`config.mk`:
```
export PLATFORM = sky130hd
export DESIGN_NAME = sas_top
export DESIGN_NICKNAME = d
export VERILOG_FILES = /design/src/hw/sas_pkg.sv /design/src/hw/sas_top.sv
export VERILOG_INCLUDE_DIRS = /design/src /design/src/hw
export SDC_FILE = /design/constraint.sdc
export NUM_CORES = 1
export LEC_CHECK = 0
export BUFFER_PORTS_ARGS = -buffer_cell sky130_fd_sc_hd__buf_4
export CELL_PAD_IN_SITES_DETAIL_PLACEMENT = 0
export CELL_PAD_IN_SITES_GLOBAL_PLACEMENT = 1
export CORE_MARGIN = 1.5
export CORE_UTILIZATION = 35
export CTS_CLUSTER_SIZE = 40
export DETAILED_ROUTE_END_ITERATION = 8
export PLACE_DENSITY = 0.73
export SLEW_MARGIN = 40
export SYNTH_ARGS = -nofsm -noshare
export SYNTH_HDL_FRONTEND = slang
export SYNTH_SLANG_ARGS = --single-unit
```
`constraint.sdc`:
```
create_clock -name clk_i -period 4.5 [get_ports clk_i]
set_input_delay 0.9 -clock clk_i [delete_from_list [all_inputs] [get_ports clk_i]]
set_output_delay 0.9 -clock clk_i [all_outputs]
set_load 0.1 [all_outputs]
```
`src/hw/sas_params.svh`:
```
`ifndef SAS_PARAMS_SVH
`define SAS_PARAMS_SVH

`define SAS_CLK_NS       10
`define SAS_TICK_US      500
`define SAS_TICK_CYC     (`SAS_TICK_US * 1000 / `SAS_CLK_NS)
`define SAS_STROBE_US    10500
`define SAS_PER_SB_US    1670000
`define SAS_PER_AL_US    41500
`define SAS_HORN_ON_US   166000
`define SAS_HORN_OFF_US  83000
`define SAS_IO_DLY_US    3000000
`define SAS_IO_FILT_US   500000
`define SAS_LED_PERIODS  24
`define SAS_CHIRP_SLOT   12
`define SAS_ADR_CTRL     8'h00
`define SAS_ADR_STAT     8'h04
`define SAS_CTRL_TEST    0
`define SAS_CTRL_RST     1'h0

`endif

```
`src/hw/sas_pkg.sv`:
```
package sas_pkg;

    typedef enum logic [3:0] {
        SAS_STBY   = 4'h1,
        SAS_LOCAL  = 4'h2,
        SAS_REMOTE = 4'h4,
        SAS_DUMP   = 4'h8
    } sas_mode_t;

    typedef struct packed {
        logic        cyc;
        logic        stb;
        logic        we;
        logic [3:0]  sel;
        logic [7:0]  adr;
        logic [31:0] dat;
    } sas_wb_req_t;

    typedef struct packed {
        logic horn;
        logic led;
        logic trim;
        logic strobe;
        logic io_o;
        logic io_oe;
        logic dump;
    } sas_drv_t;

    typedef struct packed {
        logic [23:0] rsvd;
        logic        io_drive;
        logic        io_valid;
        logic        lowbat;
        logic        smoke;
        logic [3:0]  mode;
    } sas_stat_t;

endpackage

```
`src/hw/sas_top.sv`:
```
// The Wishbone slave port and the address map were chosen for this implementation.
`timescale 1ns/10ps
`default_nettype none
`include "sas_params.svh"

module sas_top #(
    parameter int TICK_CYC = `SAS_TICK_CYC
) (
    input  wire logic                 clk_i,
    input  wire logic                 rst_i,
    input  wire sas_pkg::sas_wb_req_t wb_i,
    output logic [31:0]               wb_dat_o,
    output logic                      wb_ack_o,
    input  wire logic                 smoke_cmp_i,
    input  wire logic                 lowbat_cmp_i,
    input  wire logic                 osc_timing_input_i,
    input  wire logic                 io_i,
    output var sas_pkg::sas_drv_t     drv_o
);

    // *********************************
    // timing constants in ticks
    // *********************************

    localparam logic [15:0] T_STB   = 16'(`SAS_STROBE_US / `SAS_TICK_US);
    localparam logic [15:0] T_PSB   = 16'(`SAS_PER_SB_US / `SAS_TICK_US);
    localparam logic [15:0] T_PAL   = 16'(`SAS_PER_AL_US / `SAS_TICK_US);
    localparam logic [15:0] T_HON   = 16'(`SAS_HORN_ON_US / `SAS_TICK_US);
    localparam logic [15:0] T_HOFF  = 16'(`SAS_HORN_OFF_US / `SAS_TICK_US);
    localparam logic [15:0] T_IODLY = 16'(`SAS_IO_DLY_US / `SAS_TICK_US);
    localparam logic [15:0] T_FILT  = 16'(`SAS_IO_FILT_US / `SAS_TICK_US);
    localparam logic [15:0] T_HLAST = T_HON + T_HOFF - 16'h0001;
    localparam logic [4:0]  SLOT_LAST = 5'(`SAS_LED_PERIODS - 1);
    localparam logic [4:0]  SLOT_CHIRP = 5'(`SAS_CHIRP_SLOT);

    // *********************************
    // state
    // *********************************

    logic [31:0]        div_r;
    logic               tick_r;
    sas_pkg::sas_mode_t mode_r;
    sas_pkg::sas_mode_t mode_nxt;
    logic [15:0]        per_r;
    logic [4:0]         slot_r;
    logic [15:0]        hcnt_r;
    logic [15:0]        flt_r;
    logic [15:0]        ldly_r;
    logic               smoke_r;
    logic               lowbat_r;
    logic               test_r;
    logic               ack_r;
    logic [31:0]        rd_r;
    sas_pkg::sas_drv_t  drv_r;
    sas_pkg::sas_drv_t  drv_nxt;
    sas_pkg::sas_stat_t stat;

    // *********************************
    // tick divider
    // *********************************

    // one tick enable per half millisecond drives every timer
    wire div_end = (div_r == 32'(TICK_CYC - 1));

    always_ff @(posedge clk_i) begin
        if (rst_i) begin
            div_r  <= 32'(TICK_CYC > 1); // one step on: the tick register costs a cycle
            tick_r <= 1'b0;
        end else begin
            div_r  <= div_end ? 32'h0 : div_r + 32'h1;
            tick_r <= div_end;
        end
    end

    // *********************************
    // oscillator period
    // *********************************

    wire in_stby  = (mode_r == sas_pkg::SAS_STBY);
    wire in_local = (mode_r == sas_pkg::SAS_LOCAL);
    wire in_rem   = (mode_r == sas_pkg::SAS_REMOTE);
    wire in_dump  = (mode_r == sas_pkg::SAS_DUMP);
    wire alarm    = in_local | in_rem;

    wire [15:0] per_last = alarm ? T_PAL - 16'h0001 : T_PSB - 16'h0001;
    // >= so a long standby count wraps at once on entering alarm
    wire per_wrap = tick_r & (per_r >= per_last);
    // the dump period starts fresh so it lasts one full period
    wire per_clr  = in_local & (mode_nxt == sas_pkg::SAS_DUMP);

    always_ff @(posedge clk_i) begin
        if (rst_i) begin
            per_r <= 16'h0000;
        end else if (per_clr || per_wrap) begin
            per_r <= 16'h0000;
        end else if (tick_r) begin
            per_r <= per_r + 16'h0001;
        end
    end

    // 24 periods per LED slot cycle
    always_ff @(posedge clk_i) begin
        if (rst_i) begin
            slot_r <= 5'h00;
        end else if (per_wrap) begin
            slot_r <= (slot_r == SLOT_LAST) ? 5'h00 : slot_r + 5'h01;
        end
    end

    wire in_stb  = (per_r < T_STB);
    wire stb_end = tick_r & (per_r == T_STB - 16'h0001);
    wire led_slot   = (slot_r == 5'h00);
    wire chirp_slot = (slot_r == SLOT_CHIRP);

    // *********************************
    // horn cadence
    // *********************************

    always_ff @(posedge clk_i) begin
        if (rst_i || !alarm) begin
            hcnt_r <= 16'h0000;
        end else if (tick_r) begin
            hcnt_r <= (hcnt_r == T_HLAST) ? 16'h0000 : hcnt_r + 16'h0001;
        end
    end

    wire horn_al  = alarm & (hcnt_r < T_HON);
    wire hcyc_end = tick_r & alarm & (hcnt_r == T_HLAST);

    wire chirp = in_stby & lowbat_r & chirp_slot & in_stb;

    // *********************************
    // comparator latches
    // *********************************

    // battery is only trusted with the LED load on, in standby
    wire lb_test = in_stby & led_slot;
    wire smp_ok  = !lb_test & !(in_stby & lowbat_r & chirp_slot) & !horn_al;

    // latched at end of strobe, when the analog side has settled
    always_ff @(posedge clk_i) begin
        if (rst_i) begin
            smoke_r  <= 1'b0;
            lowbat_r <= 1'b0;
        end else if (stb_end) begin
            if (smp_ok) begin
                smoke_r <= smoke_cmp_i;
            end
            if (lb_test) begin
                lowbat_r <= lowbat_cmp_i;
            end
        end
    end

    // software test acts as smoke, so leaving it also dumps
    wire smoke_det = smoke_r | test_r;

    // *********************************
    // interconnect filter and delay
    // *********************************

    always_ff @(posedge clk_i) begin
        if (rst_i || in_local || !io_i) begin
            flt_r <= 16'h0000;
        end else if (tick_r && (flt_r < T_FILT)) begin
            flt_r <= flt_r + 16'h0001;
        end
    end

    wire io_valid = (flt_r >= T_FILT);

    always_ff @(posedge clk_i) begin
        if (rst_i || !in_local) begin
            ldly_r <= 16'h0000;
        end else if (tick_r && (ldly_r < T_IODLY)) begin
            ldly_r <= ldly_r + 16'h0001;
        end
    end

    wire io_drive = in_local & (ldly_r >= T_IODLY);

    // *********************************
    // sequencing
    // *********************************

    always_comb begin
        mode_nxt = mode_r;
        case (mode_r)
            sas_pkg::SAS_STBY: begin
                if (smoke_det) begin
                    mode_nxt = sas_pkg::SAS_LOCAL;
                end else if (io_valid) begin
                    mode_nxt = sas_pkg::SAS_REMOTE;
                end
            end
            sas_pkg::SAS_LOCAL: begin
                if (hcyc_end && !smoke_det) begin
                    mode_nxt = sas_pkg::SAS_DUMP;
                end
            end
            sas_pkg::SAS_REMOTE: begin
                if (smoke_det) begin
                    mode_nxt = sas_pkg::SAS_LOCAL;
                end else if (hcyc_end && !io_valid) begin
                    mode_nxt = sas_pkg::SAS_STBY;
                end
            end
            sas_pkg::SAS_DUMP: begin
                if (smoke_det) begin
                    mode_nxt = sas_pkg::SAS_LOCAL;
                end else if (per_wrap) begin
                    mode_nxt = sas_pkg::SAS_STBY;
                end
            end
            default: begin
                mode_nxt = sas_pkg::SAS_STBY;
            end
        endcase
    end

    always_ff @(posedge clk_i) begin
        if (rst_i) begin
            mode_r <= sas_pkg::SAS_STBY;
        end else begin
            mode_r <= mode_nxt;
        end
    end

    // *********************************
    // pin drivers
    // *********************************

    always_comb begin
        drv_nxt.horn   = horn_al | chirp;
        drv_nxt.led    = in_stb & led_slot & !in_rem;
        drv_nxt.trim   = in_stb & led_slot & !in_rem;
        drv_nxt.strobe = in_stb | !osc_timing_input_i;
        drv_nxt.io_o   = io_drive;
        drv_nxt.io_oe  = io_drive | in_dump;
        drv_nxt.dump   = in_dump;
    end

    always_ff @(posedge clk_i) begin
        if (rst_i) begin
            drv_r <= '0;
        end else begin
            drv_r <= drv_nxt;
        end
    end

    assign drv_o = drv_r;

    // *********************************
    // wishbone slave
    // *********************************

    // one wait state: ack follows the request by one edge
    wire wb_req   = wb_i.cyc & wb_i.stb & !ack_r;
    wire ctrl_hit = (wb_i.adr == `SAS_ADR_CTRL);
    wire stat_hit = (wb_i.adr == `SAS_ADR_STAT);
    wire ctrl_wr  = wb_req & wb_i.we & ctrl_hit & wb_i.sel[0];

    assign stat.rsvd     = 24'h000000;
    assign stat.io_drive = io_drive;
    assign stat.io_valid = io_valid;
    assign stat.lowbat   = lowbat_r;
    assign stat.smoke    = smoke_r;
    assign stat.mode     = mode_r;

    // unmapped addresses still ack, reading zero
    wire [31:0] rd_nxt = ctrl_hit ? {31'h0, test_r} : (stat_hit ? stat : 32'h0);

    always_ff @(posedge clk_i) begin
        if (rst_i) begin
            ack_r  <= 1'b0;
            rd_r   <= 32'h0;
            test_r <= `SAS_CTRL_RST;
        end else begin
            ack_r <= wb_req;
            rd_r  <= wb_req ? rd_nxt : 32'h0;
            if (ctrl_wr) begin
                test_r <= wb_i.dat[`SAS_CTRL_TEST];
            end
        end
    end

    assign wb_ack_o = ack_r;
    assign wb_dat_o = rd_r;
endmodule

`default_nettype wire

```
==> results of run 1 <==
==> how the worst max path moves through the flow <==
| stage | start | end | slack, ps |
|---|---|---|---|
| floorplan | mode_r[2] | mode_r[3] | 1920 |
| global placement | mode_r[2] | mode_r[3] | 1180 |
| detailed placement | mode_r[2] | mode_r[3] | 1150 |
| CTS | mode_r[2] | mode_r[3] | 1110 |
| global route | mode_r[2] | mode_r[3] | 810 |
| finish | mode_r[2] | mode_r[3] | 1090 |
==> area by class of cell <==
| cell class | instances | area (um2) |
|---|---|---|
| fill | 1727 | 10200 |
| clock inverter | 11 | 120 |
| multi-input combinational | 528 | 3360 |
| tap | 225 | 282 |
| timing repair buffer | 35 | 263 |
| sequential | 124 | 2480 |
| inverter | 31 | 116 |
| clock buffer | 20 | 457 |
==> cell families after synthesis <==
group,after synthesis
AND/OR/NAND/NOR,325
flip-flops,124
AO/OA/AOI/OAI,83
buffers and inverters,80
XOR/XNOR,70
adder cells (fa/ha/maj),15
multiplexers,11
other,1
==> power by group through the flow <==
| stage | logic, mW | clock network (mW) | registers, mW |
|---|---|---|---|
| detailed placement | 0.167 | 0 | 1.14 |
| global route | 0.176 | 1.42 | 1.11 |
| floorplan | 0.154 | 0 | 1.14 |
| finish | 0.168 | 1.32 | 1.11 |
| CTS | 0.167 | 1.36 | 1.11 |
| global placement | 0.166 | 0 | 1.14 |
==> worst reg2reg max path, delay by kind of cell (launching register included) <==
family | cells | cell delay (ps)
buffers and inverters | 1 | 240
DFF | 1 | 580
and+or+nand+nor | 1 | 210
adders and majority gates | 1 | 310
xor gates and xnor gates | 1 | 390
AOI/OAI and AO/OA | 5 | 1570
==> layer usage <==
| layer | vias up | wire [um] |
|---|---|---|
| li1 | 2484 | - |
| met1 | 2308 | 6120 |
| met2 | 106 | 5900 |
| met3 | 13 | 602 |
| met4 | 0 | 141 |
| met5 | - | 0 |
==> flip-flops by register name (all words and copies together) (netlist names), 4 cells and up <==
| signal | cells |
|---|---|
| wb_dat_o | 8 |
| slot_r | 5 |
| mode_r | 4 |
| drv_o | 6 |
| div_r | 32 |
| flt_r | 16 |
| hcnt_r | 16 |
| ldly_r | 16 |
| per_r | 16 |
==> layout by cell type (no fill, tap or decap), types with 17 or more instances in the layout <==
master     count
dfxtp_1      124
nor2_1       108
xnor2_1       52
nand2_1       39
buf_4         35
nand3_1       34
inv_1         30
conb_1        24
nor3_1        21
nand4_1       19
xor2_1        18
nor4_1        18
and2_1        17
clkbuf_16     17
==> through the flow <==
step	utilization, %	total power [mW]
finish	40.9	2.60
global route	40.9	2.71
CTS	40.9	2.64
detailed placement	37.6	1.30
global placement	37.6	1.30
floorplan	-	1.30
==> results.md, run 1 <==
* Status: complete, no violations
* FF-to-FF End: mode_r[3]
* Crit-path max cell delay at 580 ps
* Mux share of post-synthesis cell area at 1.80%
* GR Util met1 at 19.0%
* Hold Crit Class: reg -> reg
* Post-place setup slack at 1150 ps
* Largest net degree at the start of global routing at 32
* Most common cell in the synthesized netlist: dfxtp_1
* RSZ-0062 raised after global routing: false
* Sw Share at 24.3%
* Reg2reg setup slack at 1090 ps
* Critical Path RT at 4800 ps
* Synth area leaders: dfxtp_1 40%, xnor2_1 7.4%, nor2_1 6.5%
* Initial core utilization at 35.8%
* Main combinational cell family by area after synthesis: simple AND/OR/NAND/NOR gates
* Mean Syn Cell Area at 8.74 um2
* Clock skew at 7.49 ps
* CP Capture Type: register
* Slew headroom at 43.6%
* Ys flop type: dfxtp_1
* Final hold slack at 460 ps
* DRT antenna net count at 0
* Non-Filler Instances at 974
* Total GRT Usage at 14.6%
* VDD IR max at 0.213 mV
* First-pass GRT wire length at 21,700 um
* Area Growth Syn to Fin at 14.2%
* Post-DP Area at 0.00650 mm2
* Die W at 136 um
* Synth Area in Compound Gates at 10.3%
* Post-synthesis cell type count at 74
* Part of the power in registers at 42.8%
* Drt initial violations at 317
* Postcts setup bufs at 0
* Hold path cells at 2
* Global route hottest layer: met2
* Post-DP HPWL at 9090 um
* H-tree levels at 4
* Worst path top cell family by delay: compound AO/OA/AOI/OAI gates
* Worst r2r src: mode_r[2]
* Drt pass-1 iters at 4
* Root buffer cell: clkbuf_16
* Post-CTS Resized at 0
* Initial antenna violation count at 0
* R2R depth at 9
* Clock Power Share at 50.8%
* Final setup margin at 1090 ps
* Top cells by count, synth: 124 x dfxtp_1, 108 x nor2_1, 52 x xnor2_1
* Gp weighted congestion at 0.822
* Ys async rst share at 0%
* Cts-stage hold buffer count at 0
* Simple-gate portion of the synthesized area at 27.7%
* WS Path Type: reg -> reg
* Crit-path max FO at 12
* P per Cell Area at 368 mW/mm2
* Total number of vias at 4,911
* TritonCTS Buffers at 17
* Fin crit share at 75.8%
* Longest Clk Path Bufs at 2
* Max-slew violations at 0
* WP data arrival at 3710 ps
* Synth area leader: dfxtp_1
* Minimum clock period after layout at 3410 ps
* Post-layout net count at 805
* Cells after synthesis at 709
* CTS tree: built
* Worst Path Buf+Inv at 1
* Overflow after GRT at 0
* N_diodes at 0
* Fmax achieved at 293 MHz
* # IOs at 93
* Adder-cell share of the synthesized area at 3.03%
* Setup_tns at 0 ps
* Routing usage on met2 at 23.5%
* Hold_sp: flt_r[9]
* Row count at 48
* Clk_lat worst skew at 420 ps
* Placed insts at 943
* Port bufs at 34
* Design area at 0.00708 mm2
* P_sw at 0.633 mW
* Worst Tran Pin Value at 839 ps
* Vias in the first global route at 4,683
* Post-synth EDFFs at 0
* Avg WL per Cell at 13.1 um
* GRT met3 Usage at 3.06%
* CP cell instances: xor2_1 -> nand2_1 -> inv_1 -> ha_1 -> a211oi_1 -> a21oi_1 -> a2111oi_4 -> o211ai_1 -> a2111oi_2
* Stages on the worst setup path at 9
* Number of synthesis warnings at 0
* Die Ht at 136 um
* XOR/XNOR Fraction of Synth Area at 9.90%
* Share of the synthesized area in the top cell type at 40.1%
* Layout cells sized above 1 at 13.2%
* Sequential fraction of the synthesis area at 40.1%
* Synthesized area at 0.00619 mm2
* Synth Register Bits at 124
* Hold endpoint: flt_r[9]
* Internal at 1.97 mW
* CP max-delay cell: dfxtp_1
* Sink Count at 124
* Die area at 0.0185 mm2
* Gate power share at 6.4%
* Drt drc at 0
* Setup Viol. Count Final at 0
* Avg Vias per Cell at 5.04
* P_leak at 2.56 nW
* Endpoints failing hold at 0
* Startpoint Class: register
* Max cap viols at 0
* Core box area at 0.0173 mm2
* WL final at 12,800 um
* Worst-path clk slew at 50 ps
Note: power is estimated with default switching activity, not from simulation.
==> inputs of run 2 (changes only) <==
--- a/config.mk
+++ b/config.mk
@@ -13,7 +13,7 @@
 export CORE_UTILIZATION = 35
 export CTS_CLUSTER_SIZE = 40
 export DETAILED_ROUTE_END_ITERATION = 8
-export PLACE_DENSITY = 0.73
+export PLACE_DENSITY = 0.76
 export SLEW_MARGIN = 40
 export SYNTH_ARGS = -nofsm -noshare
 export SYNTH_HDL_FRONTEND = slang
==> constraint.sdc (replaced) <==
create_clock -name clk_i -period 2.9 [get_ports clk_i]
set_input_delay 0.58 -clock clk_i [delete_from_list [all_inputs] [get_ports clk_i]]
set_output_delay 0.58 -clock clk_i [all_outputs]
set_load 0.1 [all_outputs]
==> run 2 against run 1 <==
Non-clock buffer count increased by 9. Final cell count grew 0.92%. Count of clock-buffer cells in the layout is 1 higher. Worst hold slack got worse by 67 ps. Sequential cell count is the same. Largest power group unchanged. Utilization increased by 0.63 points. Wire length decreased by 2.5%. Power rose by 61%. Fmax grew 34%. Critical path depth up 1. Clock power increased by 67%.
==> results.md, run 2 (same netlist as run 1, synthesis figures left out) <==
* Status: complete, no violations
* P per Cell Area at 584 mW/mm2 (+59%)
* Avg Vias per Cell at 4.84 (-4.0%)
* Hold_sp: osc_timing_input_i
* Max FFs per register at 32 (unchanged)
* Hold Crit Class: in -> reg
* Register with the most flip-flops: div_r
* Drt drc at 0 (unchanged)
* Reg2reg setup slack at 350 ps (-730 ps)
* Fin crit share at 87.8% (+12 points)
* P_leak at 2.64 nW (+3.2%)
* Largest net degree at the start of global routing at 32 (unchanged)
* Sink Count at 124 (unchanged)
* Crit-path max FO at 4 (-8)
* H-tree levels at 4 (unchanged)
* Total number of vias at 4,756 (-3.2%)
* Crit. Startpoint: mode_r[1]
* Endpoints failing hold at 0 (unchanged)
* WS Path Type: reg -> reg
* Drt initial violations at 236 (-26%)
* Layout cells sized above 1 at 14.4% (+1.2 points)
* Gp weighted congestion at 0.797 (-3.1%)
* Post-CTS Resized at 0 (unchanged)
* Setup_tns at 0 ps (unchanged)
* Startpoint Class: register
* Clock skew at 10.4 ps (+2.90 ps)
* CTS tree: built
* Fmax achieved at 393 MHz (+34%)
* Post-DP HPWL at 8660 um (-4.7%)
* Worst r2r src: mode_r[1]
* Row count at 48 (unchanged)
* Multi-input gate area at 0.00336 mm2 (unchanged)
* Cts-stage hold buffer count at 0 (unchanged)
* Die Ht at 136 um (unchanged)
* Clk_lat worst skew at 420 ps (about the same)
* WP data arrival at 2850 ps (-860 ps)
* WL final at 12,500 um (-2.5%)
* Total GRT Usage at 14.0% (-0.63 points)
* TritonCTS Buffers at 17 (unchanged)
* VDD IR max at 0.481 mV (+130%)
* Avg WL per Cell at 12.7 um (-3.3%)
* Area Growth Syn to Fin at 16.0%
* Minimum clock period after layout at 2550 ps (-866 ps)
* Die W at 136 um (unchanged)
* CP Capture Type: register
* Core box area at 0.0173 mm2 (unchanged)
* Postcts setup bufs at 0 (unchanged)
* Vias in the first global route at 4,250 (-9.2%)
* N_diodes at 0 (unchanged)
* Worst Tran Pin Value at 754 ps (-84.7 ps)
* Longest Clk Path Bufs at 2 (unchanged)
* Most frequent cells in the layout: 124 x dfxtp_1, 108 x nor2_1, 52 x xnor2_1
* Slew headroom at 49.3% (+5.7 points)
* Worst-path clk slew at 50 ps (about the same)
* Initial core utilization at 35.8% (unchanged)
* Register Area at 0.00248 mm2 (unchanged)
* Fill cells at 1,733 (+0.35%)
* Max cap viols at 0 (unchanged)
* Overflow after GRT at 0 (unchanged)
* Port bufs at 34 (unchanged)
* First-pass GRT wire length at 20,600 um (-4.9%)
* Pwr Total at 4.20 mW (+61%)
* Max-slew violations at 0 (unchanged)
* Final hold slack at 393 ps (-67.1 ps)
* Initial antenna violation count at 0 (unchanged)
* RSZ-0062 raised after global routing: false
* Die area at 0.0185 mm2 (unchanged)
* Root buffer cell: clkbuf_16
* Post-layout util at 41.5% (+0.63 points)
* DRT antenna net count at 0 (unchanged)
* Post-layout net count at 814 (+1.1%)
* Critical Path RT at 3200 ps (-1600 ps)
* Drt pass-1 iters at 4 (unchanged)
* # IOs at 93 (unchanged)
* Most common cell after layout, fill and taps aside: dfxtp_1
* Setup Viol. Count Final at 0 (unchanged)
run 2: critical path, stage by stage (launching register included):
cell and delay (ps):
dfxtp_1 340, xor2_1 190, nand2_1 140, inv_1 90
buf_4 140, ha_1 250, and2_1 170, a311o_1 400
o21ai_2 190, o211ai_1 140, a2111oi_2 390
run 2: worst paths after layout:
check	to	depth (start not counted)
setup / recovery	mode_r[3]	10
hold / removal	drv_o[3]	2
setup reg to reg	mode_r[3]	10
hold reg to reg	flt_r[10]	1
run 2: area by class of cell:
cell class	count	area share [%]
clock buffer	21	6.69
multi-input combinational	528	46.7
tap	225	3.92
timing repair buffer	44	4.60
clock inverter	10	1.92
sequential	124	34.6
inverter	31	1.62
run 2: metrics by stage:
step	instances	setup slack, ps	area [um2]
global route	983	93.1	7180
finish	983	353	7180
floorplan	732	322	6280
detailed placement	951	262	6560
CTS	982	239	7180
global placement	951	302	6560
run 2: layer usage:
metal	global-route usage, %	part of all wire (%)	routed length, um
met1	18.7	51	6380
met2	21.4	43	5420
met4	4.61	0.92	115
met5	0	0	0
met3	4.47	4.3	536
run 2: where the power goes:
part	internal (mW)	total, mW	switching, mW
clock network	1.44	2.21	0.769
registers	1.71	1.72	0.00868
logic	0.0492	0.268	0.218
total	3.20	4.20	0.997
==> inputs of run 3 (changes only) <==
--- a/config.mk
+++ b/config.mk
@@ -10,10 +10,11 @@
 export CELL_PAD_IN_SITES_DETAIL_PLACEMENT = 0
 export CELL_PAD_IN_SITES_GLOBAL_PLACEMENT = 1
 export CORE_MARGIN = 1.5
-export CORE_UTILIZATION = 35
+export CORE_UTILIZATION = 39
 export CTS_CLUSTER_SIZE = 40
 export DETAILED_ROUTE_END_ITERATION = 8
-export PLACE_DENSITY = 0.76
+export GPL_TIMING_DRIVEN = 0
+export PLACE_DENSITY = 0.82
 export SLEW_MARGIN = 40
 export SYNTH_ARGS = -nofsm -noshare
 export SYNTH_HDL_FRONTEND = slang
==> run 3 against run 2 <==
Via count up 2.8%. Wire length rose by 2.5%. Critical endpoint unchanged. Critical path depth rose by 1. Largest cell class unchanged. Power grew 4.8%. Sequential share of layout area is 1.5 points lower.
==> results.md, run 3 (same netlist as run 1, synthesis figures left out) <==
* Avg WL per Cell at 12.6 um (-0.40%)
* Root buffer cell: clkbuf_16
* H-tree levels at 4 (unchanged)
* Row count at 45 (-6.3%)
* Register Area at 0.00248 mm2 (+0.10%)
* CTS tree: built
* Drt initial violations at 233 (-1.3%)
* Drt drc at 0 (unchanged)
* Critical Path End: mode_r[3]
* Max cap viols at 0 (unchanged)
* Multi-input gate area at 0.00339 mm2 (+0.89%)
* Placed insts at 977 (+2.7%)
* Largest net degree at the start of global routing at 17 (-47%)
* Port bufs at 34 (unchanged)
* WL final at 12,800 um (+2.5%)
* Area Growth Syn to Fin at 21.4%
* Slew headroom at 49.0% (-0.25 points)
* Hold Crit Class: in -> reg
* Total GRT Usage at 16.3% (+2.2 points)
* Die Ht at 129 um (-5.2%)
* Longest Clk Path Bufs at 2 (unchanged)
* DRT antenna net count at 0 (unchanged)
* Crit. Startpoint: mode_r[0]
* Initial antenna violation count at 0 (unchanged)
* Worst r2r src: mode_r[0]
* Fin crit share at 93.5% (+5.7 points)
* Die W at 129 um (-5.2%)
* Post-DP HPWL at 9070 um (+4.7%)
* Max FFs per register at 32 (unchanged)
* Clk_lat worst skew at 420 ps (about the same)
* Drt pass-1 iters at 4 (unchanged)
* Startpoint Class: register
* R2R depth at 11 (+1)
* Sink Count at 124 (unchanged)
* Layout cells sized above 1 at 18.0% (+3.6 points)
* Most common cell after layout, fill and taps aside: dfxtp_1
* Post-layout net count at 856 (+5.2%)
* P_leak at 2.85 nW (+8.1%)
* WP data arrival at 3020 ps (+170 ps)
* TritonCTS Buffers at 17 (unchanged)
* Die area at 0.0166 mm2 (-10%)
* N_diodes at 0 (unchanged)
* WS Path Type: reg -> reg
* First-pass GRT wire length at 21,400 um (+3.7%)
* Final hold slack at 339 ps (-54.3 ps)
* CP Capture Type: register
* Core box area at 0.0154 mm2 (-11%)
* RSZ-0062 raised after global routing: false
* Reg2reg setup slack at 190 ps (-170 ps)
* Cts-stage hold buffer count at 0 (unchanged)
* Crit-path max FO at 10 (+6)
* Gp weighted congestion at 0.816 (+2.4%)
* Vias in the first global route at 4,418 (+4.0%)
* Total number of vias at 4,889 (+2.8%)
* Final setup margin at 188 ps (-165 ps)
* Post-place setup slack at -329 ps (-591 ps)
* Endpoints failing hold at 0 (unchanged)
* Non-Filler Instances at 1,012 (+3.0%)
* Setup_tns at 0 ps (unchanged)
* Initial core utilization at 40.3% (+4.5 points)
* Overflow after GRT at 0 (unchanged)
* Fill cells at 1,466 (-15%)
* Most frequent cells in the layout: 122 x dfxtp_1, 108 x nor2_1, 65 x buf_4
* Status: complete, no violations
* Setup Viol. Count Final at 0 (unchanged)
* Max-slew violations at 0 (unchanged)
* Worst Tran Pin Value at 758 ps (+3.67 ps)
* Clock skew at 8.05 ps (-2.35 ps)
* P per Cell Area at 585 mW/mm2 (about the same)
* Minimum clock period after layout at 2710 ps (+165 ps)
* # IOs at 93 (unchanged)
* Avg Vias per Cell at 4.83 (-0.15%)
* Register with the most flip-flops: div_r
* Worst-path clk slew at 60 ps (about the same)
* Critical Path RT at 3210 ps (about the same)
* VDD IR max at 0.392 mV (-19%)
* FF-to-FF End: mode_r[3]
* Fmax achieved at 369 MHz (-6.1%)
run 3: cell types whose count changed in the layout (fill, tap and decap cells not counted), moves of 2 or more:
cell	delta
buf_4	+21
clkbuf_1	+13
buf_2	+4
buf_6	+2
bufinv_16	+2
clkinv_4	+2
dfxtp_1	-2
dfxtp_2	+2
run 3: cell type report:
type	count	share of cell area [%]
Timing Repair Buffer	37	3.69
Sequential cell	124	33.0
Clock buffer	19	6.02
Clock inverter	13	2.81
Buffer	49	4.37
Inverter	31	1.55
Tap cell	211	3.51
Multi-Input combinational cell	528	45.0
run 3: how the worst min path moves through the flow:
stage	cells past startpoint	startpoint	to	slack [ps]
5_1_grt	2	osc_timing_input_i	drv_o[3]	350
3_3_place_gp	2	flt_r[9]	flt_r[9]	440
6_report	2	osc_timing_input_i	drv_o[3]	340
2_1_floorplan	1	flt_r[11]	flt_r[11]	430
4_1_cts	2	osc_timing_input_i	drv_o[3]	310
3_5_place_dp	1	flt_r[13]	flt_r[13]	450
run 3: report_power, final:
group | switching [mW] | internal (mW)
Sequential | 0.00720 | 1.71
Clock | 0.797 | 1.58
Combinational | 0.227 | 0.0771
run 3: repair_timing:
item	4_1_cts	5_1_grt
pin swaps	1	0
buffers inserted	1	2
gates resized for setup	2	7
setup endpoints to repair	23	15
run 3: critical path, stage by stage, from the launching register on:
cell	delay (ps)
dfxtp_1	300
clkbuf_8	160
nor2_4	200
nand2_2	130
inv_2	110
ha_1	270
a211oi_1	250
a21oi_1	140
a2111oi_4	300
buf_4	210
o211ai_1	130
a2111oi_2	400
run 3: through the flow:
stage,instance area [um2],power [mW],utilization [%]
final,7520,4.40,48.9
after global routing,7520,4.54,48.9
after CTS,7480,4.44,48.7
after detailed placement,6800,2.06,44.2
after global placement,6800,2.06,44.2
after floorplan,6280,2.01,-
run 3: routing by layer:
layer / track usage [%] / part of all wire, %
met2: 24.3 / 43
met3: 4.79 / 4.4
met5: 0 / 0
met1: 22.1 / 51
met4: 6.35 / 1.4
